**config.mk**
```make
export PLATFORM = sky130hd
export DESIGN_NAME = pllcfg_top
export DESIGN_NICKNAME = d
export VERILOG_FILES = /design/src/pllcfg_pkg.sv /design/src/pllcfg_sync.sv /design/src/pllcfg_strap.sv /design/src/pllcfg_top.sv
export SDC_FILE = /design/constraint.sdc
export NUM_CORES = 1
export LEC_CHECK = 0
export ABC_AREA = 1
export BUFFER_PORTS_ARGS = -buffer_cell sky130_fd_sc_hd__buf_2
export CAP_MARGIN = 20
export CORE_ASPECT_RATIO = 0.5
export CORE_MARGIN = 2
export CORE_UTILIZATION = 50
export DETAILED_ROUTE_END_ITERATION = 12
export PLACE_DENSITY_LB_ADDON = 0.3
export SLEW_MARGIN = 20
export SYNTH_ARGS = -nofsm -noshare
export SYNTH_HDL_FRONTEND = slang
export SYNTH_SLANG_ARGS = --single-unit
```
**constraint.sdc**
```tcl
create_clock -name ref_clk_i -period 4.9 [get_ports ref_clk_i]
set_input_delay 0.245 -clock ref_clk_i [delete_from_list [all_inputs] [get_ports ref_clk_i]]
set_output_delay 0.245 -clock ref_clk_i [all_outputs]
set_load 0.1 [all_outputs]
```
**src/pllcfg_pkg.sv**
```systemverilog
/*
  pllcfg_pkg: register offsets, reset values, field positions, state codes
  and timing counts for the pll preset and reference configuration block.
  assumes a single 200 MHz clock domain and the three-wire serial port.
*/
package pllcfg_pkg;
	// ------------------------------------------------------------
	// clock and timing
	// ------------------------------------------------------------
	localparam int CLK_MHZ = 200; // core clock rate
	localparam int CAL_WAIT_MS = 3; // calibration finishes within this time
	// longest time as an exact count of whole cycles
	localparam int CAL_WAIT_CYC = CAL_WAIT_MS * 1000 * CLK_MHZ;
	localparam int STRAP_SETTLE_CYC = 3; // synchroniser depth plus one
	// ------------------------------------------------------------
	// register offsets
	// ------------------------------------------------------------
	localparam logic [12:0] OFS_CP = 13'h000a; // charge pump override
	localparam logic [12:0] OFS_CALCTL = 13'h000e; // vco calibration control
	localparam logic [12:0] OFS_BAND = 13'h0010; // vco band override
	localparam logic [12:0] OFS_NDIV = 13'h0011; // integer feedback divide
	localparam logic [12:0] OFS_FRAC_H = 13'h0012; // fraction [19:16]
	localparam logic [12:0] OFS_FRAC_M = 13'h0013; // fraction [15:8]
	localparam logic [12:0] OFS_FRAC_L = 13'h0014; // fraction [7:0]
	localparam logic [12:0] OFS_MOD_H = 13'h0015; // modulus [19:16]
	localparam logic [12:0] OFS_MOD_M = 13'h0016; // modulus [15:8]
	localparam logic [12:0] OFS_MOD_L = 13'h0017; // modulus [7:0]
	localparam logic [12:0] OFS_SDM = 13'h0018; // noise shaper enable
	localparam logic [12:0] OFS_STATUS = 13'h0019; // read-only status
	localparam logic [12:0] OFS_RESONATOR_PINS = 13'h001b; // resonator load tuning
	localparam logic [12:0] OFS_INOPT = 13'h001d; // input reference options
	// ------------------------------------------------------------
	// field positions
	// ------------------------------------------------------------
	localparam int CAL_BAND_EN_BIT = 0; // band override enable
	localparam int CAL_SPI_EN_BIT = 2; // spi calibration enable
	localparam int CAL_GO_BIT = 7; // calibrate strobe, self clearing
	localparam int RESONATOR_PINS_AUTO_BIT = 7; // 1: power-up capacitance applies
	localparam int INOPT_RESONATOR_PINS_BIT = 0; // use resonator, ignore detector
	localparam int INOPT_DBL_BIT = 2; // force input doubler
	localparam int SPI_RW_BIT = 15; // 1 = read
	localparam int SPI_CMD_BITS = 16; // instruction length
	localparam int SPI_XFER_BITS = 24; // instruction plus one data byte
	// ------------------------------------------------------------
	// reset values
	// ------------------------------------------------------------
	localparam logic [7:0] RST_CP = 8'h00;
	localparam logic [7:0] RST_CALCTL = 8'h00;
	localparam logic [7:0] RST_BAND = 8'h00;
	localparam logic [7:0] RST_RESONATOR_PINS = 8'hbf; // auto on, field 15.75 pF
	localparam logic [7:0] RST_INOPT = 8'h00;
	localparam logic [7:0] RST_NDIV = 8'h24;
	localparam logic [19:0] RST_FRAC = 20'h00000;
	localparam logic [19:0] RST_MOD = 20'h00001;
	localparam logic [5:0] CAP_PWRUP_CODE = 6'h08; // 2 pF in 0.25 pF steps
	localparam logic [7:0] N_MIN_INT = 8'h24; // 36, shaper off
	localparam logic [7:0] N_MIN_FRAC = 8'h2f; // 47, shaper on
	// ------------------------------------------------------------
	// calibration states
	// ------------------------------------------------------------
	typedef enum logic [1:0] {
		CAL_WAIT = 2'b00,
		CAL_RUN = 2'b01,
		CAL_DONE = 2'b10
	} pllcfg_cal_e;
endpackage

```
**src/pllcfg_sync.sv**
```systemverilog
/*
  pllcfg_sync: two flip-flop synchroniser for a vector of pins.
  assumes each bit is an independent level; no bus coherence is given.
*/
`timescale 1ns/1ps
module pllcfg_sync #(
	parameter int W = 1
) (
	input wire logic ref_clk_i,
	input wire logic rst_n_i,
	input wire logic [W-1:0] d_i,
	output logic [W-1:0] q_o
);
	// ------------------------------------------------------------
	// two stages
	// ------------------------------------------------------------
	logic [W-1:0] meta_reg; // first stage, read only by q_o
	// the first stage feeds nothing but the second
	always_ff @(posedge ref_clk_i or negedge rst_n_i) begin
		if (!rst_n_i) begin
			meta_reg <= '0;
			q_o <= '0;
		end else begin
			meta_reg <= d_i;
			q_o <= meta_reg;
		end
	end
endmodule

```
**src/pllcfg_strap.sv**
```systemverilog
/*
  pllcfg_strap: catches the frequency strap codes once after reset release
  and decodes the automatic doubler request.
  assumes strap inputs are already synchronised to ref_clk_i.
*/
`timescale 1ns/1ps
module pllcfg_strap
	import pllcfg_pkg::*;
#(
	parameter logic [7:0] DBL_CODE_MASK = 8'h0f
) (
	input wire logic ref_clk_i,
	input wire logic rst_n_i,
	input wire logic [2:0] ref_code_i,
	input wire logic [5:0] out_code_i,
	output logic [2:0] ref_sel_o,
	output logic [5:0] out_sel_o,
	output logic strap_dbl_o,
	output logic taken_o
);
	// ------------------------------------------------------------
	// capture state
	// ------------------------------------------------------------
	logic [1:0] settle_reg, settle_next; // waits out the synchroniser
	logic [2:0] ref_next;
	logic [5:0] out_next;
	logic dbl_next;
	logic taken_next;
	// capture once, after synchronised pins are valid
	always_comb begin
		settle_next = settle_reg;
		ref_next = ref_sel_o;
		out_next = out_sel_o;
		dbl_next = strap_dbl_o;
		taken_next = taken_o;
		if (!taken_o) begin
			if (settle_reg == 2'(STRAP_SETTLE_CYC - 1)) begin
				taken_next = 1'b1;
				ref_next = ref_code_i;
				out_next = out_code_i;
				dbl_next = DBL_CODE_MASK[ref_code_i];
			end else begin
				settle_next = settle_reg + 2'h1;
			end
		end
	end
	// register the capture
	always_ff @(posedge ref_clk_i or negedge rst_n_i) begin
		if (!rst_n_i) begin
			settle_reg <= 2'h0;
			ref_sel_o <= 3'h7;
			out_sel_o <= 6'h00;
			strap_dbl_o <= 1'b0;
			taken_o <= 1'b0;
		end else begin
			settle_reg <= settle_next;
			ref_sel_o <= ref_next;
			out_sel_o <= out_next;
			strap_dbl_o <= dbl_next;
			taken_o <= taken_next;
		end
	end
endmodule

```
**src/pllcfg_top.sv**
```systemverilog
/*
  pllcfg_top: digital configuration of a fractional-n clock upconverter:
  strap presets, serial register port, reference selection, resonator
  load tuning, vco calibration sequencing and feedback divider values.
  assumes an spi host on the three-wire port and analog logic that
  consumes the outputs and reports the band found by calibration.
*/
// Operation
// - grounded strap reads zero, open one
// - reference strap picks one of eight presets
// - some reference presets enable doubler automatically
// - option bit two forces the doubler
// - output strap picks one of 64 divider sets
// - serial writes replace strap preset dividers
// - calibrate automatically after reset
// - load capacitance 2 pF after reset
// - tuning field steps 0.25 pF
// - clearing bit seven hands capacitor to spi
// - detected reference selected, resonator off
// - option bit zero forces resonator
// - charge pump tracks divider unless overridden
// - band override selects one of 128 bands
// - integer divide limited 36 or 47 up to 255
// - fraction and modulus twenty bit values
`timescale 1ns/1ps
module pllcfg_top
	import pllcfg_pkg::*;
#(
	parameter int CAL_CYCLES = CAL_WAIT_CYC,
	parameter logic [7:0] DBL_CODE_MASK = 8'h0f
) (
	input wire logic ref_clk_i,
	input wire logic rst_n_i,
	input wire logic [2:0] ref_strap_i,
	input wire logic [5:0] out_strap_i,
	input wire logic spi_sclk_i,
	input wire logic spi_cs_n_i,
	input wire logic spi_sdio_i,
	output logic spi_sdio_o,
	output logic spi_sdio_oe_o,
	input wire logic ref_detect_i,
	input wire logic [6:0] cal_band_i,
	output logic [2:0] ref_sel_o,
	output logic [5:0] out_sel_o,
	output logic doubler_en_o,
	output logic use_ref_o,
	output logic resonator_pins_en_o,
	output logic [5:0] cap_code_o,
	output logic [7:0] cp_code_o,
	output logic cp_auto_o,
	output logic [6:0] vco_band_o,
	output logic cal_run_o,
	output logic cal_done_o,
	output logic div_spi_o,
	output logic [7:0] n_div_o,
	output logic [19:0] frac_o,
	output logic [19:0] mod_o,
	output logic fractional_noise_shaper_en_o
);
	// ------------------------------------------------------------
	// synchronisers and strap capture
	// ------------------------------------------------------------
	logic [2:0] spi_sync; // cs_n, sclk, sdio after two stages
	logic [8:0] strap_sync; // straps after two stages
	logic ref_det_sync; // reference detector level
	logic [2:0] ref_sel_w;
	logic [5:0] out_sel_w;
	logic strap_dbl;
	logic strap_taken;
	pllcfg_sync #(.W(3)) u_spi_sync (
		.ref_clk_i(ref_clk_i),
		.rst_n_i(rst_n_i),
		.d_i({spi_cs_n_i, spi_sclk_i, spi_sdio_i}),
		.q_o(spi_sync)
	);
	pllcfg_sync #(.W(10)) u_pin_sync (
		.ref_clk_i(ref_clk_i),
		.rst_n_i(rst_n_i),
		.d_i({ref_detect_i, ref_strap_i, out_strap_i}),
		.q_o({ref_det_sync, strap_sync})
	);
	pllcfg_strap #(.DBL_CODE_MASK(DBL_CODE_MASK)) u_strap (
		.ref_clk_i(ref_clk_i),
		.rst_n_i(rst_n_i),
		.ref_code_i(strap_sync[8:6]),
		.out_code_i(strap_sync[5:0]),
		.ref_sel_o(ref_sel_w),
		.out_sel_o(out_sel_w),
		.strap_dbl_o(strap_dbl),
		.taken_o(strap_taken)
	);
	// ------------------------------------------------------------
	// helpers
	// ------------------------------------------------------------
	// clamp a written integer divide into its legal range
	function automatic logic [7:0] clamp_n(input logic [7:0] v, input logic fractional_noise_shaper);
		logic [7:0] lo;
		lo = fractional_noise_shaper ? N_MIN_FRAC : N_MIN_INT;
		clamp_n = (v < lo) ? lo : v;
	endfunction
	// ------------------------------------------------------------
	// serial port
	// ------------------------------------------------------------
	logic sclk_d_reg, sclk_d_next; // previous sclk for edge detect
	logic [4:0] bit_cnt_reg, bit_cnt_next; // bits taken this frame
	logic [23:0] sh_reg, sh_next; // incoming shift register
	logic [7:0] tx_reg, tx_next; // read data shifted out
	logic sdio_next, sdio_oe_next;
	logic wr_stb; // one-cycle write commit
	logic [12:0] wr_addr;
	logic [7:0] wr_data;
	logic [7:0] rd_data;
	logic cs_n, sclk, sdi, rise, fall;
	assign cs_n = spi_sync[2];
	assign sclk = spi_sync[1];
	assign sdi = spi_sync[0];
	assign rise = sclk & ~sclk_d_reg;
	assign fall = ~sclk & sclk_d_reg;
	// commit fires on the last shift: the frame is one bit short in sh_reg,
	// so the address sits one place lower and the last data bit is on sdi
	assign wr_addr = sh_reg[19:7];
	assign wr_data = {sh_reg[6:0], sdi};
	// shift, count and drive the data line
	always_comb begin
		sclk_d_next = sclk;
		bit_cnt_next = bit_cnt_reg;
		sh_next = sh_reg;
		tx_next = tx_reg;
		sdio_next = spi_sdio_o;
		sdio_oe_next = spi_sdio_oe_o;
		wr_stb = 1'b0;
		if (cs_n) begin
			// frame ended: release the line
			bit_cnt_next = 5'h00;
			sdio_oe_next = 1'b0;
		end else if (rise && bit_cnt_reg < 5'(SPI_XFER_BITS)) begin
			sh_next = {sh_reg[22:0], sdi};
			bit_cnt_next = bit_cnt_reg + 5'h01;
			if (bit_cnt_reg == 5'(SPI_XFER_BITS - 1) && !sh_reg[SPI_RW_BIT + 7]) begin
				wr_stb = 1'b1;
			end
			if (bit_cnt_reg == 5'(SPI_CMD_BITS - 1)) begin
				tx_next = rd_data;
			end
		end else if (fall && bit_cnt_reg >= 5'(SPI_CMD_BITS)) begin
			// read: drive msb first on falling edges
			// the read flag moves up one place with every data bit taken
			if (sh_reg[bit_cnt_reg - 5'h01] && bit_cnt_reg < 5'(SPI_XFER_BITS)) begin
				sdio_oe_next = 1'b1;
				sdio_next = tx_reg[7];
				tx_next = {tx_reg[6:0], 1'b0};
			end else begin
				sdio_oe_next = 1'b0;
			end
		end
	end
	// register the serial port
	always_ff @(posedge ref_clk_i or negedge rst_n_i) begin
		if (!rst_n_i) begin
			sclk_d_reg <= 1'b0;
			bit_cnt_reg <= 5'h00;
			sh_reg <= 24'h000000;
			tx_reg <= 8'h00;
			spi_sdio_o <= 1'b0;
			spi_sdio_oe_o <= 1'b0;
		end else begin
			sclk_d_reg <= sclk_d_next;
			bit_cnt_reg <= bit_cnt_next;
			sh_reg <= sh_next;
			tx_reg <= tx_next;
			spi_sdio_o <= sdio_next;
			spi_sdio_oe_o <= sdio_oe_next;
		end
	end
	// ------------------------------------------------------------
	// registers
	// ------------------------------------------------------------
	logic [7:0] cp_reg, cp_next; // charge pump override value
	logic cp_ovr_reg, cp_ovr_next; // set once cp value is written
	logic [7:0] calctl_reg, calctl_next; // calibration control
	logic [7:0] band_reg, band_next; // band value in [7:1]
	logic [7:0] resonator_pins_reg, resonator_pins_next; // resonator load tuning
	logic [7:0] inopt_reg, inopt_next; // input options
	logic [7:0] n_reg, n_next; // integer divide
	logic [19:0] frac_reg, frac_next;
	logic [19:0] mod_reg, mod_next;
	logic sdm_reg, sdm_next; // fractional noise shaper enable
	logic div_ovr_reg, div_ovr_next; // dividers come from spi
	logic force_cal; // host-requested calibration
	pllcfg_cal_e cal_st_reg, cal_st_next;
	// read mux, sampled on the last instruction shift; address lsb is on sdi
	always_comb begin
		case ({sh_reg[11:0], sdi})
			OFS_CP: rd_data = cp_reg;
			OFS_CALCTL: rd_data = calctl_reg;
			OFS_BAND: rd_data = band_reg;
			OFS_NDIV: rd_data = n_reg;
			OFS_FRAC_H: rd_data = {4'h0, frac_reg[19:16]};
			OFS_FRAC_M: rd_data = frac_reg[15:8];
			OFS_FRAC_L: rd_data = frac_reg[7:0];
			OFS_MOD_H: rd_data = {4'h0, mod_reg[19:16]};
			OFS_MOD_M: rd_data = mod_reg[15:8];
			OFS_MOD_L: rd_data = mod_reg[7:0];
			OFS_SDM: rd_data = {7'h00, sdm_reg};
			OFS_STATUS: rd_data = {4'h0, div_ovr_reg, use_ref_o, cal_done_o, cal_run_o};
			OFS_RESONATOR_PINS: rd_data = resonator_pins_reg;
			OFS_INOPT: rd_data = inopt_reg;
			default: rd_data = 8'h00;
		endcase
	end
	// register writes
	always_comb begin
		cp_next = cp_reg;
		cp_ovr_next = cp_ovr_reg;
		calctl_next = calctl_reg;
		band_next = band_reg;
		resonator_pins_next = resonator_pins_reg;
		inopt_next = inopt_reg;
		n_next = n_reg;
		frac_next = frac_reg;
		mod_next = mod_reg;
		sdm_next = sdm_reg;
		div_ovr_next = div_ovr_reg;
		force_cal = 1'b0;
		// calibrate bit self-clears
		calctl_next[CAL_GO_BIT] = 1'b0;
		if (wr_stb) begin
			case (wr_addr)
				OFS_CP: begin
					cp_next = wr_data;
					cp_ovr_next = 1'b1;
				end
				OFS_CALCTL: begin
					calctl_next = wr_data & 8'h85;
					force_cal = wr_data[CAL_GO_BIT] & calctl_reg[CAL_SPI_EN_BIT];
				end
				OFS_BAND: band_next = {wr_data[7:1], 1'b0};
				OFS_NDIV: begin
					n_next = clamp_n(wr_data, sdm_reg);
					div_ovr_next = 1'b1;
				end
				OFS_FRAC_H: frac_next[19:16] = wr_data[3:0];
				OFS_FRAC_M: frac_next[15:8] = wr_data;
				OFS_FRAC_L: frac_next[7:0] = wr_data;
				OFS_MOD_H: mod_next[19:16] = wr_data[3:0];
				OFS_MOD_M: mod_next[15:8] = wr_data;
				OFS_MOD_L: mod_next[7:0] = wr_data;
				OFS_SDM: begin
					sdm_next = wr_data[0];
					n_next = clamp_n(n_reg, wr_data[0]);
					div_ovr_next = 1'b1;
				end
				OFS_RESONATOR_PINS: resonator_pins_next = wr_data & 8'hbf;
				OFS_INOPT: inopt_next = wr_data & 8'h05;
				default: ;
			endcase
			if (wr_addr >= OFS_FRAC_H && wr_addr <= OFS_MOD_L) begin
				div_ovr_next = 1'b1;
			end
		end
	end
	// register the register file
	always_ff @(posedge ref_clk_i or negedge rst_n_i) begin
		if (!rst_n_i) begin
			cp_reg <= RST_CP;
			cp_ovr_reg <= 1'b0;
			calctl_reg <= RST_CALCTL;
			band_reg <= RST_BAND;
			resonator_pins_reg <= RST_RESONATOR_PINS;
			inopt_reg <= RST_INOPT;
			n_reg <= RST_NDIV;
			frac_reg <= RST_FRAC;
			mod_reg <= RST_MOD;
			sdm_reg <= 1'b0;
			div_ovr_reg <= 1'b0;
		end else begin
			cp_reg <= cp_next;
			cp_ovr_reg <= cp_ovr_next;
			calctl_reg <= calctl_next;
			band_reg <= band_next;
			resonator_pins_reg <= resonator_pins_next;
			inopt_reg <= inopt_next;
			n_reg <= n_next;
			frac_reg <= frac_next;
			mod_reg <= mod_next;
			sdm_reg <= sdm_next;
			div_ovr_reg <= div_ovr_next;
		end
	end
	// ------------------------------------------------------------
	// vco calibration sequencer
	// ------------------------------------------------------------
	logic [$clog2(CAL_CYCLES+1)-1:0] cal_cnt_reg, cal_cnt_next;
	logic [6:0] auto_band_reg, auto_band_next; // band found by calibration
	logic ref_ok; // a usable reference is present
	assign ref_ok = ref_det_sync | inopt_reg[INOPT_RESONATOR_PINS_BIT];
	// wait for reference and straps, run, finish
	always_comb begin
		cal_st_next = cal_st_reg;
		cal_cnt_next = cal_cnt_reg;
		auto_band_next = auto_band_reg;
		case (cal_st_reg)
			CAL_WAIT: begin
				if (ref_ok && strap_taken) begin
					cal_st_next = CAL_RUN;
					cal_cnt_next = '0;
				end
			end
			CAL_RUN: begin
				if (cal_cnt_reg == ($bits(cal_cnt_reg))'(CAL_CYCLES - 1)) begin
					cal_st_next = CAL_DONE;
					auto_band_next = cal_band_i;
				end else begin
					cal_cnt_next = cal_cnt_reg + 1'b1;
				end
			end
			CAL_DONE: ;
			default: cal_st_next = CAL_WAIT;
		endcase
		if (force_cal) begin
			cal_st_next = CAL_WAIT;
		end
	end
	// register the sequencer
	always_ff @(posedge ref_clk_i or negedge rst_n_i) begin
		if (!rst_n_i) begin
			cal_st_reg <= CAL_WAIT;
			cal_cnt_reg <= '0;
			auto_band_reg <= 7'h00;
		end else begin
			cal_st_reg <= cal_st_next;
			cal_cnt_reg <= cal_cnt_next;
			auto_band_reg <= auto_band_next;
		end
	end
	// ------------------------------------------------------------
	// registered outputs
	// ------------------------------------------------------------
	always_ff @(posedge ref_clk_i or negedge rst_n_i) begin
		if (!rst_n_i) begin
			ref_sel_o <= 3'h0;
			out_sel_o <= 6'h00;
			doubler_en_o <= 1'b0;
			use_ref_o <= 1'b0;
			resonator_pins_en_o <= 1'b1;
			cap_code_o <= CAP_PWRUP_CODE;
			cp_code_o <= RST_NDIV;
			cp_auto_o <= 1'b1;
			vco_band_o <= 7'h00;
			cal_run_o <= 1'b0;
			cal_done_o <= 1'b0;
			div_spi_o <= 1'b0;
			n_div_o <= RST_NDIV;
			frac_o <= RST_FRAC;
			mod_o <= RST_MOD;
			fractional_noise_shaper_en_o <= 1'b0;
		end else begin
			ref_sel_o <= ref_sel_w;
			out_sel_o <= out_sel_w;
			doubler_en_o <= strap_dbl | inopt_reg[INOPT_DBL_BIT];
			use_ref_o <= ref_det_sync & ~inopt_reg[INOPT_RESONATOR_PINS_BIT];
			resonator_pins_en_o <= ~(ref_det_sync & ~inopt_reg[INOPT_RESONATOR_PINS_BIT]);
			cap_code_o <= resonator_pins_reg[RESONATOR_PINS_AUTO_BIT] ? CAP_PWRUP_CODE : resonator_pins_reg[5:0];
			cp_code_o <= cp_ovr_reg ? cp_reg : n_reg;
			cp_auto_o <= ~cp_ovr_reg;
			vco_band_o <= calctl_reg[CAL_BAND_EN_BIT] ? band_reg[7:1] : auto_band_reg;
			cal_run_o <= (cal_st_reg == CAL_RUN);
			cal_done_o <= (cal_st_reg == CAL_DONE);
			div_spi_o <= div_ovr_reg;
			n_div_o <= n_reg;
			frac_o <= frac_reg;
			mod_o <= mod_reg;
			fractional_noise_shaper_en_o <= sdm_reg;
		end
	end
endmodule

```
# == Yosys cells after proc, flatten, opt, wreduce, memory -nomap -nowiden ==
# Memory sizes are Yosys's and may differ from the RTL's. A register that Yosys moved wholly into a read port is not among the register bits.
# Index checks and enable logic that the tools add are counted.
# W data, S select, Z words.
# totals
ramBits,0
mem_bits_ro,8
latch_bits,0
regBits,271
n_memories,1
# mem_list
memory,words,word_bits,rd,rd_ports_with_merged_regs,write_ports,line,text
(no name shown),8,1,1,1,0,pllcfg_strap.sv:41,dbl_next = DBL_CODE_MASK[ref_code_i];
# op_classes
div,0
order_cmp,7
n_shift,0
n_eq_ne,41
mul,0
n_bitwise,15
n_addsub,4
n_mux,39
n_reduce_logical,40
# ops
operator,n
$eq A13 B5 Y1 const B,23
$pmux W8 S14,1
$mux W8,9
$eq A13 B4 Y1 const B,4
$mux W20,2
$pmux W20 S2,1
$reduce_and A2 Y1,18
$add A20 B1 Y20 const B,1
$eq A20 B20 Y1 const B,1
$lt A8 B6 Y1,2
$pmux W8 S2,1
$mux W1,14
$reduce_bool A2 Y1,7
$ge A13 B5 Y1 const B,1
$le A13 B5 Y1 const B,1
$mux W5,2
$not A1 Y1,9
$reduce_and A3 Y1,3
$mux W4,2
$ne A2 B2 Y1 const B,4
$reduce_and A4 Y1,2
$mux W7,1
$logic_and A1 B1 Y1,6
$lt A5 B6 Y1 const B,1
20 further kinds,30

# == Logic depth before layout (Yosys ltp) ==
# Gate-level depths: netlist of the first run.
# depth
depth_word,8
depth_mapped,16
depth_no_buf,14

# == Modules after synthesis ==
# A second synthesis of the first run with hierarchy kept.
# hier_totals
cells_unflattened,1274
area_unflattened_um2,11426.0
# by_module_without_submodules
module,area_per_inst_um2,n_inst,cells_each
pllcfg_top,10227.3,1,1189
pllcfg_strap,548.0,1,59
pllcfg_sync at u_pin_sync,500.5,1,20
pllcfg_sync at u_spi_sync,150.1,1,6

# == Least setup slack after synthesis of the first run ==
# Ideal clock, no wire load.
# synth_timing
path_kind,register -> register
start,register bit_cnt_reg[0]
end,register tx_reg[0]
period_less_slack_ns,2.211
path_stages_with_launch,15
path_buffers,3
slack_ns,2.689
arrival_time_ns,2.146
setup_time_ns,0.065
cell_sequence,dfrtp_1 buf_4 inv_1 buf_2 ha_1 clkbuf_1 inv_1 nand3_1 nand3_1 nand3_1 a21oi_1 nand2_1 a21oi_2 nand2_1 nand2_1
# synth_via
elab_chain_len,6
# synth_lines
item,line,text
from (decl),pllcfg_top.sv:105,"logic [4:0] bit_cnt_reg, bit_cnt_next;"
from (signal assigned),pllcfg_top.sv:168,bit_cnt_reg <= bit_cnt_next;
$sub A5 B1 Y5,pllcfg_top.sv:148,if (sh_reg[bit_cnt_reg - 5'h01] && bit_cnt_reg < 5'(SPI_XFER_BITS)) begin
$bmux W1 S5,pllcfg_top.sv:148,
$mux W1 (implied by the code),pllcfg_top.sv:148,
$logic_and A1 B1 Y1,pllcfg_top.sv:148,
$reduce_bool A2 Y1 (no source line),--,
$reduce_and A4 Y1 (no source line),--,
to (signal assigned),pllcfg_top.sv:170,tx_reg <= tx_next;
to (decl),pllcfg_top.sv:107,"logic [7:0] tx_reg, tx_next;"
# Several ways; a longest one is shown, not always the timed one. The select of a mux whose other input is x is not followed.
# A chain may end at the register's enable or synchronous reset.

# == Worst setup path after layout of the first run ==
# layout_timing
start,register bit_cnt_reg[0]
end,register tx_reg[2]
# The elaborated chain is that of the path after synthesis.

==> impl_summary.log, run 1 <==
[metrics] number of buffers on the longest clock path: 3
[metrics] setup repair after global routing missed its margin: false
[metrics] Yosys warnings: 0
[metrics] routed wire length per instance: ~17 µm
[metrics] # placed instances: 1666
[metrics] via density per instance: about 5.2
[metrics] flip-flop count of the largest register, all copies and words added: 24
[metrics] count of cell instances traversed by the critical path: 11
[metrics] r2r endpoint: tx_reg[2]$_DFFE_PN0P_
[metrics] share of the clock period used by the worst path: between 60% and 70%
[metrics] post-CTS clock slew at the launch and capture registers of the worst setup and hold paths: 0.07 ns
[metrics] layout overhead on the synthesized area: 16.2%
[metrics] Critical Path Sink: tx_reg[2]$_DFFE_PN0P_
[metrics] leakage: 0.00667 µW
[metrics] number of standard cells after synthesis: 1289
[metrics] post-route worst setup slack: roughly 2.0 ns
[metrics] register area share after synthesis: 59.5%
[metrics] Detailed Routing Iterations Pass 1: 6
[metrics] Worst R2R Setup Slack: roughly 2 ns
[metrics] Final #Nets: between 1000 and 1500
[metrics] power per cell area: 375 nW/µm²
[metrics] data required time of the critical path: 5.37 ns
[metrics] clock latency on the worst-skew pair: 0.54 ns
[metrics] fraction of registers with async set or reset after synthesis: 100%
[metrics] detailed-route wire length: around 29 mm
[metrics] post-route setup TNS: 0 ns
[metrics] sequence of cells on the critical path: inv_1 > ha_1 > inv_1 > nand3_1 > nand3_1 > nand3_1 > a21oi_1 > nand2_1 > a21oi_2 > nand2_1 > nand2_1
[metrics] number of global-route vias before repair: around 8900
[metrics] R2R depth: 11
[metrics] slew at the pin closest to its max-slew limit: a little under 0.9 ns
[metrics] total of flip-flops plus latches after synthesis: about 270
[metrics] Die ar.: around 24000 µm²
[metrics] HPWL reported at the end of detailed placement: 20.0 mm
[metrics] primary flip-flop cell chosen by synthesis mapping: dfrtp_1
[metrics] combined global-route utilization of all metal layers: roughly 25%
[metrics] Worst Clk Skew: between 0.01 and 0.015 ns
[metrics] beginning of the critical path: bit_cnt_reg[0]$_DFFE_PN0N_
[metrics] die span in x: 218 µm
[metrics] share of layout cells above drive strength 1: 15.2%
[metrics] final hold violation count: 0
[metrics] Critical R2R Launch: bit_cnt_reg[0]$_DFFE_PN0N_
[metrics] cell accounting for the most synthesized area: dfrtp_1
[metrics] antenna violations before repair: 0
[metrics] Filler Cells Inserted: slightly below 2000
[metrics] crit path max-delay cell type: dfrtp_1
[metrics] total grt overflow: 0
[metrics] count of max-cap constraint violations: 0
[metrics] Setup Fix Bufs, Post-CTS: 0
[metrics] worst hold margin: 0.296 ns
[metrics] Max H-tree Level: 1
[metrics] number of standard cells in the final layout excluding fillers: between 1500 and 2000
[metrics] top cells by area, synth: dfrtp_1 55%, nand2_1 11%, nand3_1 5.2%, dfstp_2 4.8%, o21ai_0 4.4%
[metrics] Sequential cell area: about 7000 µm²
[metrics] total clock buffers created by CTS: 24
[metrics] core box area: 22700 µm²
[metrics] type of the worst min-delay path: primary input to async pin
[metrics] signal arrival time at the worst endpoint: 3.42 ns
[metrics] Relative slew margins: 42.0%
[metrics] Post-synth EDFFs: 0
[metrics] die extent in y: 111 µm
[metrics] number of placement rows: 39
[metrics] buffers and inverters on the worst path: 2
[metrics] maximum number of pins on one net before global-route repair: 124
[metrics] setup violation total in the final timing report: 0
[metrics] dominant cell by count in the synthesized netlist: nand2_1
[metrics] pre-CTS setup slack: 2.00 ns
[metrics] antenna viol nets, final: 0
[metrics] Worst Path Class, Setup: register to register
[metrics] Initial Utilization: between 50% and 60%
[metrics] clock tree from TritonCTS: built
[metrics] status: complete, no violations
[metrics] number of distinct standard cells referenced by the synthesized netlist: 37
[metrics] # port buffers: 109
[metrics] IO Count: 110
[metrics] most numerous cell types in the synthesized netlist: 346 x nand2_1, 251 x dfrtp_1, 130 x inv_1, 120 x nand3_1, 100 x o21ai_0
[metrics] category of the worst setup path capture point: register
[metrics] cell at the root of the clock tree: clkbuf_16
[metrics] Starting DRT DRC Count: 842
[metrics] number of max-slew violations in the final report: 0
[metrics] total standard cell area after synthesis: 11500 µm²
[metrics] kind of cell adding the most delay to the critical path: flip-flops
[metrics] time the worst path needs with I/O delays and setup: 2.95 ns
[metrics] Worst Path Max Fanout: 19
[metrics] peak supply drop: 0.217 mV
[metrics] Final Wtd Congestion: 0.956
[metrics] CP Launch Type: register
[metrics] max incr delay on CP: 0.70 ns
[metrics] # clock sinks: 272
[metrics] net count after synthesis: 1320
[metrics] number of remaining DRC errors: 0
[metrics] area of the multi-input gates: 3930 µm²
[metrics] timing-limited maximum frequency: 339 MHz
[metrics] global-route wire length before repair: ~47 mm
[metrics] synthesized area per cell: 8.91 µm²
[metrics] number of vias in the routed layout: 9079
[metrics] final core utilization: 58.8%
[metrics] area share of the largest cell type after synthesis: approximately 55%
stage by stage:
step / power (µW) / area, µm²
after global placement: 2970 / 12300
after global routing: 5200 / 13400
after CTS: 5010 / 13300
after floorplan: 2800 / 11500
final: 5010 / 13400
after detailed placement: 2990 / 12300
cells in the final DEF (no fill, tap or decap), drive strengths merged, types with 9 or more instances in the layout:
cell type,instances
nand4,22
o21ai,121
clkbuf,36
dfrtp,251
inv,138
nand3,128
dlygate4sd3,21
nand2,348
dfstp,21
nor3,30
buf,114
nor2,113
a21oi,29
ha,9
xor2,14
worst min path at each step:
stage,from,endpoint,slack [ns]
finish,rst_n_i,u_pin_sync.meta_reg[4]$_DFF_PN0_,0.30
detailed placement,rst_n_i,u_pin_sync.meta_reg[5]$_DFF_PN0_,0.29
global placement,rst_n_i,u_pin_sync.meta_reg[0]$_DFF_PN0_,0.29
CTS,rst_n_i,u_pin_sync.meta_reg[5]$_DFF_PN0_,0.33
floorplan,rst_n_i,auto_band_reg[0]$_DFFE_PN0P_,-0.05
global route,out_strap_i[4],u_pin_sync.meta_reg[4]$_DFF_PN0_,0.34
cells by family (layout without fill, tap and decap cells):
group           Yosys count  after routing  share of synthesized area [%]
simple gates            651            651                           24.8
other cells               0              1                              0
flops                   272            272                           59.5
buf+inv                 181            317                           6.31
xor+xnor                 17             17                           1.30
compound gates          159            159                           7.09
fa+ha+maj                 9              9                          0.980
metal layers:
layer  share of wire, %  vias up  track usage [%]
li1                   -     4368                -
met1                 46     4335             35.8
met2                 44      314             37.5
met3                7.1       62             4.58
met4                2.7        0             7.76
met5                  0        -                0
timing repair:
action	CTS	global route
hold endpoints to repair	103	0
resized for setup	0	0
hold buffers	21	0
where the power goes:
part           internal [µW]  switching, µW  leakage (µW)  total [µW]
Combinational            142            446       0.00272         588
Clock                   1160            852      0.000414        2020
Sequential              2310           91.6       0.00354        2400
Total                   3620           1390       0.00667        5010
area by class of cell:
cell class | instances | area share [%]
inverters | 138 | 3.88
repair buffers | 135 | 6.26
multi-input cells | 836 | 29.4
diodes | 1 | 0.0187
clock inverters | 8 | 0.768
clock buffers | 36 | 5.59
flip-flops and latches | 272 | 51.2
well taps | 307 | 2.88
No activity file was read; power rests on OpenSTA's default activity.
==> inputs of run 2 (changes only) <==
==> constraint.sdc (replaced) <==
create_clock -name ref_clk_i -period 3 [get_ports ref_clk_i]
set_input_delay 0.15 -clock ref_clk_i [delete_from_list [all_inputs] [get_ports ref_clk_i]]
set_output_delay 0.15 -clock ref_clk_i [all_outputs]
set_load 0.1 [all_outputs]
==> run 2 against run 1 <==
Compared with the run above: first-iteration DRC count up 15%; sequential share of layout area is 0.096 points lower; die area unchanged; sequential power grew 62%; power up 60%; global-route usage fell by 0.64 points; design area up 0.19%; clock-buffer cell count down 2; via count is 1.3% higher; register-to-register slack worse by 1.5 ns; routed wire length decreased by 0.80%; clock skew rose by 0.0081 ns; critical endpoint is now tx_reg[6]$_DFFE_PN0P_; largest power group unchanged.
==> impl_summary.log, run 2 (synthesis results as in run 1) <==
[metrics] buffers and inverters on the worst path: 2
[metrics] crit path max-delay cell type: dfrtp_1
[metrics] clock latency on the worst-skew pair: 0.53 ns
[metrics] Max H-tree Level: 1
[metrics] number of remaining DRC errors: 0
[metrics] Detailed Routing Iterations Pass 1: 5
[metrics] HPWL reported at the end of detailed placement: 20.0 mm
[metrics] type of the worst min-delay path: primary input to async pin
[metrics] power per cell area: between 500 and 600 nW/µm²
[metrics] most frequent standard cell in the layout excluding fill and tap cells: nand2_1
[metrics] maximum number of pins on one net before global-route repair: 90
[metrics] Starting DRT DRC Count: 971
[metrics] layout overhead on the synthesized area: 16.5%
[metrics] core box area: 22700 µm²
[metrics] number of placement rows: 39
[metrics] count of max-cap constraint violations: 0
[metrics] status: complete, no violations
[metrics] cell at the root of the clock tree: clkbuf_16
[metrics] peak supply drop: 0.309 mV
[metrics] Worst Path Max Fanout: 19
[metrics] final hold violation count: 0
[metrics] setup violation total in the final timing report: 0
[metrics] worst hold margin: 0.197 ns
[metrics] die span in x: 218 µm
[metrics] Final #Nets: 1451
[metrics] Final Wtd Congestion: 0.970
[metrics] slew at the pin closest to its max-slew limit: 0.666 ns
[metrics] number of global-route vias before repair: 8660
[metrics] number of buffers on the longest clock path: 3
[metrics] post-route setup TNS: 0 ns
[metrics] Die ar.: approximately 24000 µm²
[metrics] Worst R2R Setup Slack: 0.43 ns
[metrics] Worst Clk Skew: 0.0224 ns
[metrics] detailed-route wire length: 28.4 mm
[metrics] total clock buffers created by CTS: 23
[metrics] setup repair after global routing missed its margin: false
[metrics] flip-flop count of the largest register, all copies and words added: 24
[metrics] via density per instance: 5.28
[metrics] total grt overflow: 0
[metrics] share of the clock period used by the worst path: ~86%
[metrics] time the worst path needs with I/O delays and setup: about 2.6 ns
[metrics] post-CTS clock slew at the launch and capture registers of the worst setup and hold paths: 0.07 ns
[metrics] signal arrival time at the worst endpoint: 3.03 ns
[metrics] IO Count: 110
[metrics] routed wire length per instance: 16.3 µm
[metrics] # clock sinks: 272
[metrics] max incr delay on CP: 0.68 ns
[metrics] number of max-slew violations in the final report: 0
[metrics] final core utilization: 59.0%
[metrics] number of vias in the routed layout: ~9200
[metrics] antenna viol nets, final: 0
[metrics] Initial Utilization: 50.6%
[metrics] Setup Fix Bufs, Post-CTS: 0
[metrics] Relative slew margins: 55.0%
[metrics] share of layout cells above drive strength 1: 15.7%
[metrics] most frequent cells in the layout: 346 x nand2_1, 251 x dfrtp_1, 130 x inv_1, 120 x nand3_1, 108 x buf_2
[metrics] # port buffers: 109
[metrics] leakage: roughly 0.0067 µW
[metrics] sequence of cells on the critical path: inv_1 > ha_1 > inv_1 > nand3_1 > nand3_1 > nand3_1 > a21oi_1 > nand2_1 > a21oi_2 > nand2_1 > nand2_1
[metrics] Filler Cells Inserted: about 2000
[metrics] die extent in y: 111 µm
[metrics] category of the worst setup path capture point: register
[metrics] kind of cell adding the most delay to the critical path: flip-flops
[metrics] combined global-route utilization of all metal layers: 24.0%
[metrics] Worst Path Class, Setup: register to register
[metrics] clock tree from TritonCTS: built
[metrics] data required time of the critical path: 3.46 ns
[metrics] timing-limited maximum frequency: 389 MHz
[metrics] Diodes inserted: 0
[metrics] antenna violations before repair: 0
[metrics] global-route wire length before repair: 45.7 mm
[metrics] CP Launch Type: register
[run 2: through the flow]
stage | area [µm²] | setup slack, ns | instances | power (µW)
6_report | 13400 | 0.426 | 1743 | 8010
5_1_grt | 13400 | 0.0814 | 1743 | 8360
4_1_cts | 13400 | 0.436 | 1743 | 8050
3_5_place_dp | 12400 | 0.447 | 1681 | 4920
3_3_place_gp | 12400 | 0.536 | 1681 | 4880
2_1_floorplan | 11500 | 0.789 | 1289 | 4570
[run 2: layout make-up]
cell class | instances | area, µm² | share of cell area (%)
Clock buffer | 34 | 667 | 4.99
Tap cell | 307 | 384 | 2.87
Timing Repair Buffer | 149 | 933 | 6.98
Sequential cell | 272 | 6830 | 51.1
Clock inverter | 7 | 113 | 0.842
Multi-Input combinational cell | 836 | 3930 | 29.4
Inverter | 138 | 518 | 3.87
[run 2: metal layers]
metal	share of wire (%)	vias up	track usage [%]
li1	-	4394	-
met1	45	4379	34.6
met2	44	360	36.0
met3	8.1	68	5.35
met4	3.2	0	7.66
met5	0	-	0
[run 2: final timing paths]
kind,to,from,depth (start not counted)
setup / recovery,tx_reg[6]$_DFFE_PN0P_,bit_cnt_reg[0]$_DFFE_PN0N_,11
hold / removal,out_sel_o[5]$_DFF_PN0_,rst_n_i,2
setup reg to reg,tx_reg[6]$_DFFE_PN0P_,bit_cnt_reg[0]$_DFFE_PN0N_,11
hold reg to reg,u_spi_sync.q_o[1]$_DFF_PN0_,u_spi_sync.meta_reg[1]$_DFF_PN0_,0
max in group asynchronous,cp_code_o[2]$_DFF_PN1_,rst_n_i,3
min in group ref_clk_i,u_pin_sync.meta_reg[2]$_DFF_PN0_,out_strap_i[2],2
[run 2: where the power goes]
| part | leakage (µW) | total [µW] | internal (µW) | switching, µW |
|---|---|---|---|---|
| Sequential | 0.00354 | 3890 | 3780 | 110 |
| Clock | 0.000381 | 3110 | 1800 | 1310 |
| Combinational | 0.00278 | 1010 | 239 | 768 |
| Total | 0.00670 | 8010 | 5820 | 2190 |
[run 2: timing repair]
| item | CTS | global route |
|---|---|---|
| gates resized for setup | 0 | 0 |
| hold buffers | 21 | 0 |
| hold endpoints to repair | 96 | 0 |
| setup endpoints to repair | 0 | 0 |
==> inputs of run 3 (changes only) <==
--- a/config.mk
+++ b/config.mk
@@ -13,6 +13,7 @@
 export CORE_UTILIZATION = 50
 export DETAILED_ROUTE_END_ITERATION = 12
 export PLACE_DENSITY_LB_ADDON = 0.3
+export REMOVE_ABC_BUFFERS = 1
 export SLEW_MARGIN = 20
 export SYNTH_ARGS = -nofsm -noshare
 export SYNTH_HDL_FRONTEND = slang
==> constraint.sdc (replaced) <==
create_clock -name ref_clk_i -period 3.3 [get_ports ref_clk_i]
set_input_delay 0.165 -clock ref_clk_i [delete_from_list [all_inputs] [get_ports ref_clk_i]]
set_output_delay 0.165 -clock ref_clk_i [all_outputs]
set_load 0.1 [all_outputs]
==> run 3 against run 2 <==
Compared with the run above: via count down 0.34%; register-to-register slack better by 0.15 ns; clock skew down 0.00078 ns; sequential share of layout area about the same; global-route usage up 1.1 points; worst setup slack better by 0.15 ns; sequential power down 8.5%; flip-flop and latch count unchanged; die area unchanged; first-iteration DRC count down 18%; critical endpoint unchanged; highest routed layer unchanged.
==> impl_summary.log, run 3 (synthesis results as in run 1) <==
[metrics] most frequent standard cell in the layout excluding fill and tap cells: nand2_1
[metrics] Relative slew margins: 43.5%
[metrics] layout overhead on the synthesized area: 16.5%
[metrics] number of vias in the routed layout: just over 9000
[metrics] Die ar.: 24300 µm²
[metrics] global-route wire length before repair: 47.8 mm
[metrics] count of max-cap constraint violations: 0
[metrics] number of remaining DRC errors: 0
[metrics] post-route worst setup slack: 0.575 ns
[metrics] clock tree from TritonCTS: built
[metrics] die extent in y: 111 µm
[metrics] number of buffers on the longest clock path: 3
[metrics] signal arrival time at the worst endpoint: 3.20 ns
[metrics] power per cell area: 547 nW/µm²
[metrics] flip-flop count of the largest register, all copies and words added: 24
[metrics] antenna violations before repair: 0
[metrics] share of the clock period used by the worst path: 82.6%
[metrics] final instance area: 13400 µm²
[metrics] timing-limited maximum frequency: 367 MHz
[metrics] most frequent cells in the layout: 346 x nand2_1, 251 x dfrtp_1, 130 x inv_1, 120 x nand3_1, 108 x buf_2
[metrics] setup violation total in the final timing report: 0
[metrics] number of global-route vias before repair: between 8000 and 9000
[metrics] pre-CTS setup slack: 0.601 ns
[metrics] Starting DRT DRC Count: 800
[metrics] combined global-route utilization of all metal layers: roughly 25%
[metrics] leakage: 0.00670 µW
[metrics] category of the worst setup path capture point: register
[metrics] GR Layer Usage met1: between 30% and 40%
[metrics] HPWL reported at the end of detailed placement: 21.2 mm
[metrics] post-CTS clock slew at the launch and capture registers of the worst setup and hold paths: around 0.06 ns
[metrics] Worst Clk Skew: between 0.02 and 0.025 ns
[metrics] slew at the pin closest to its max-slew limit: 0.847 ns
[metrics] area after detailed placement: 12400 µm²
[metrics] R2R depth: 12
[metrics] detailed-route wire length: 29.8 mm
[metrics] setup repair after global routing missed its margin: false
[metrics] Worst Path Max Fanout: 19
[metrics] # port buffers: 109
[metrics] Diodes inserted: 0
[metrics] post-route setup TNS: 0 ns
[metrics] total clock buffers created by CTS: 24
[metrics] maximum number of pins on one net before global-route repair: 110
[metrics] Worst Path Class, Setup: register to register
[metrics] Filler Cells Inserted: between 2000 and 2500
[metrics] share of layout cells above drive strength 1: 15.6%
[metrics] Setup Fix Bufs, Post-CTS: 0
[metrics] max incr delay on CP: 0.70 ns
[metrics] antenna viol nets, final: 0
[metrics] routed wire length per instance: 17.1 µm
[metrics] Final Wtd Congestion: between 0.9 and 1
[metrics] via density per instance: about 5.3
[metrics] die span in x: between 200 and 250 µm
[metrics] IO Count: 110
[metrics] status: complete, no violations
[metrics] met3 routing resource usage after global routing: 3.92%
[metrics] Hold Crit Depth: 2
[metrics] Final #Nets: 1449
[metrics] CP Launch Type: register
[metrics] Initial Utilization: 50.6%
[metrics] sequence of cells on the critical path: inv_1 > buf_4 > ha_1 > inv_1 > nand3_1 > nand3_1 > nand3_1 > a21oi_1 > nand2_1 > a21oi_2 > nand2_1 > nand2_1
[metrics] final hold violation count: 0
[metrics] time the worst path needs with I/O delays and setup: 2.73 ns
[metrics] Max H-tree Level: 1
[metrics] most used routing layer: met1
[metrics] total grt overflow: 0
[metrics] type of the worst min-delay path: primary input to register
[metrics] number of max-slew violations in the final report: 0
[metrics] # clock sinks: around 270
[metrics] routing usage on met2: 37.3%
[metrics] Detailed Routing Iterations Pass 1: 8
[metrics] crit path max-delay cell type: dfrtp_1
[metrics] clock latency on the worst-skew pair: between 0.5 and 0.6 ns
[metrics] number of placement rows: 39
[metrics] cell at the root of the clock tree: clkbuf_16
[metrics] peak supply drop: around 0.38 mV
[metrics] data required time of the critical path: 3.77 ns
[metrics] core box area: 22700 µm²
-- run 3: cell count changes in the layout (fill, tap and decap cells not counted), sizes merged --
cell,before,now
bufinv,3,2
clkinv,4,6
clkinvlp,1,2
buf,128,125
clkbuf,34,35
-- run 3: report_power, final --
| group | leakage, µW | switching [µW] | total (µW) | internal (µW) |
|---|---|---|---|---|
| Combinational | 0.00277 | 683 | 898 | 215 |
| Sequential | 0.00354 | 122 | 3560 | 3430 |
| Clock | 0.000386 | 1250 | 2870 | 1620 |
-- run 3: path summary, 6_finish.rpt --
| kind | startpoint | to | slack, ns |
|---|---|---|---|
| worst min register to register | u_pin_sync.meta_reg[5]$_DFF_PN0_ | u_pin_sync.q_o[5]$_DFF_PN0_ | 0.35 |
| worst min-delay path | out_strap_i[5] | u_pin_sync.meta_reg[5]$_DFF_PN0_ | 0.28 |
| min in group asynchronous | rst_n_i | u_pin_sync.q_o[3]$_DFF_PN0_ | 0.30 |
| worst max register to register | bit_cnt_reg[0]$_DFFE_PN0N_ | tx_reg[6]$_DFFE_PN0P_ | 0.57 |
| max in group asynchronous | rst_n_i | mod_o[0]$_DFF_PN1_ | 2.09 |
| worst max-delay path | bit_cnt_reg[0]$_DFFE_PN0N_ | tx_reg[6]$_DFFE_PN0P_ | 0.57 |
-- run 3: layout make-up --
class                      instances  area [µm²]  area share (%)
multi-input combinational        836        3930            29.4
clock inverter                     9         100           0.748
sequential                       272        6830            51.1
inverter                         138         518            3.87
clock buffer                      35         693            5.18
tap                              307         384            2.87
timing repair buffer             146         923            6.90
-- run 3: per-layer routing --
layer  routed length (µm)  part of all wire, %  vias up
met1                14100                   47     4394
met3                 2200                  7.4       45
met4                  538                  1.8        0
met5                    0                    0        -
met2                13000                   44      339
li1                     -                    -     4392
-- run 3: per-stage QoR --
stage / util [%] / hold WS, ns / power [µW] / cells
floorplan: - / -0.131 / 4110 / 1246
global placement: 54.6 / 0.274 / 4450 / 1678
detailed placement: 54.6 / 0.274 / 4480 / 1678
CTS: 59.0 / 0.256 / 7350 / 1743
global route: 59.0 / 0.257 / 7610 / 1743
finish: 59.0 / 0.275 / 7320 / 1743
-- run 3: timing repair --
| item | in CTS | in global routing |
|---|---|---|
| hold buffers | 21 | 0 |
| endpoints found under the hold margin | 113 | 0 |
| resized for setup | 0 | 0 |
| endpoints found under the setup margin | 0 | 0 |
-- run 3: critical path, delay by kind of cell, from the launching register on --
family                     cells  cell delay [ns]
DFF                            1             0.70
and+or+nand+nor                6             0.54
buffers and inverters          3             0.50
AOI/OAI and AO/OA              2             0.50
adders and majority gates      1             0.43
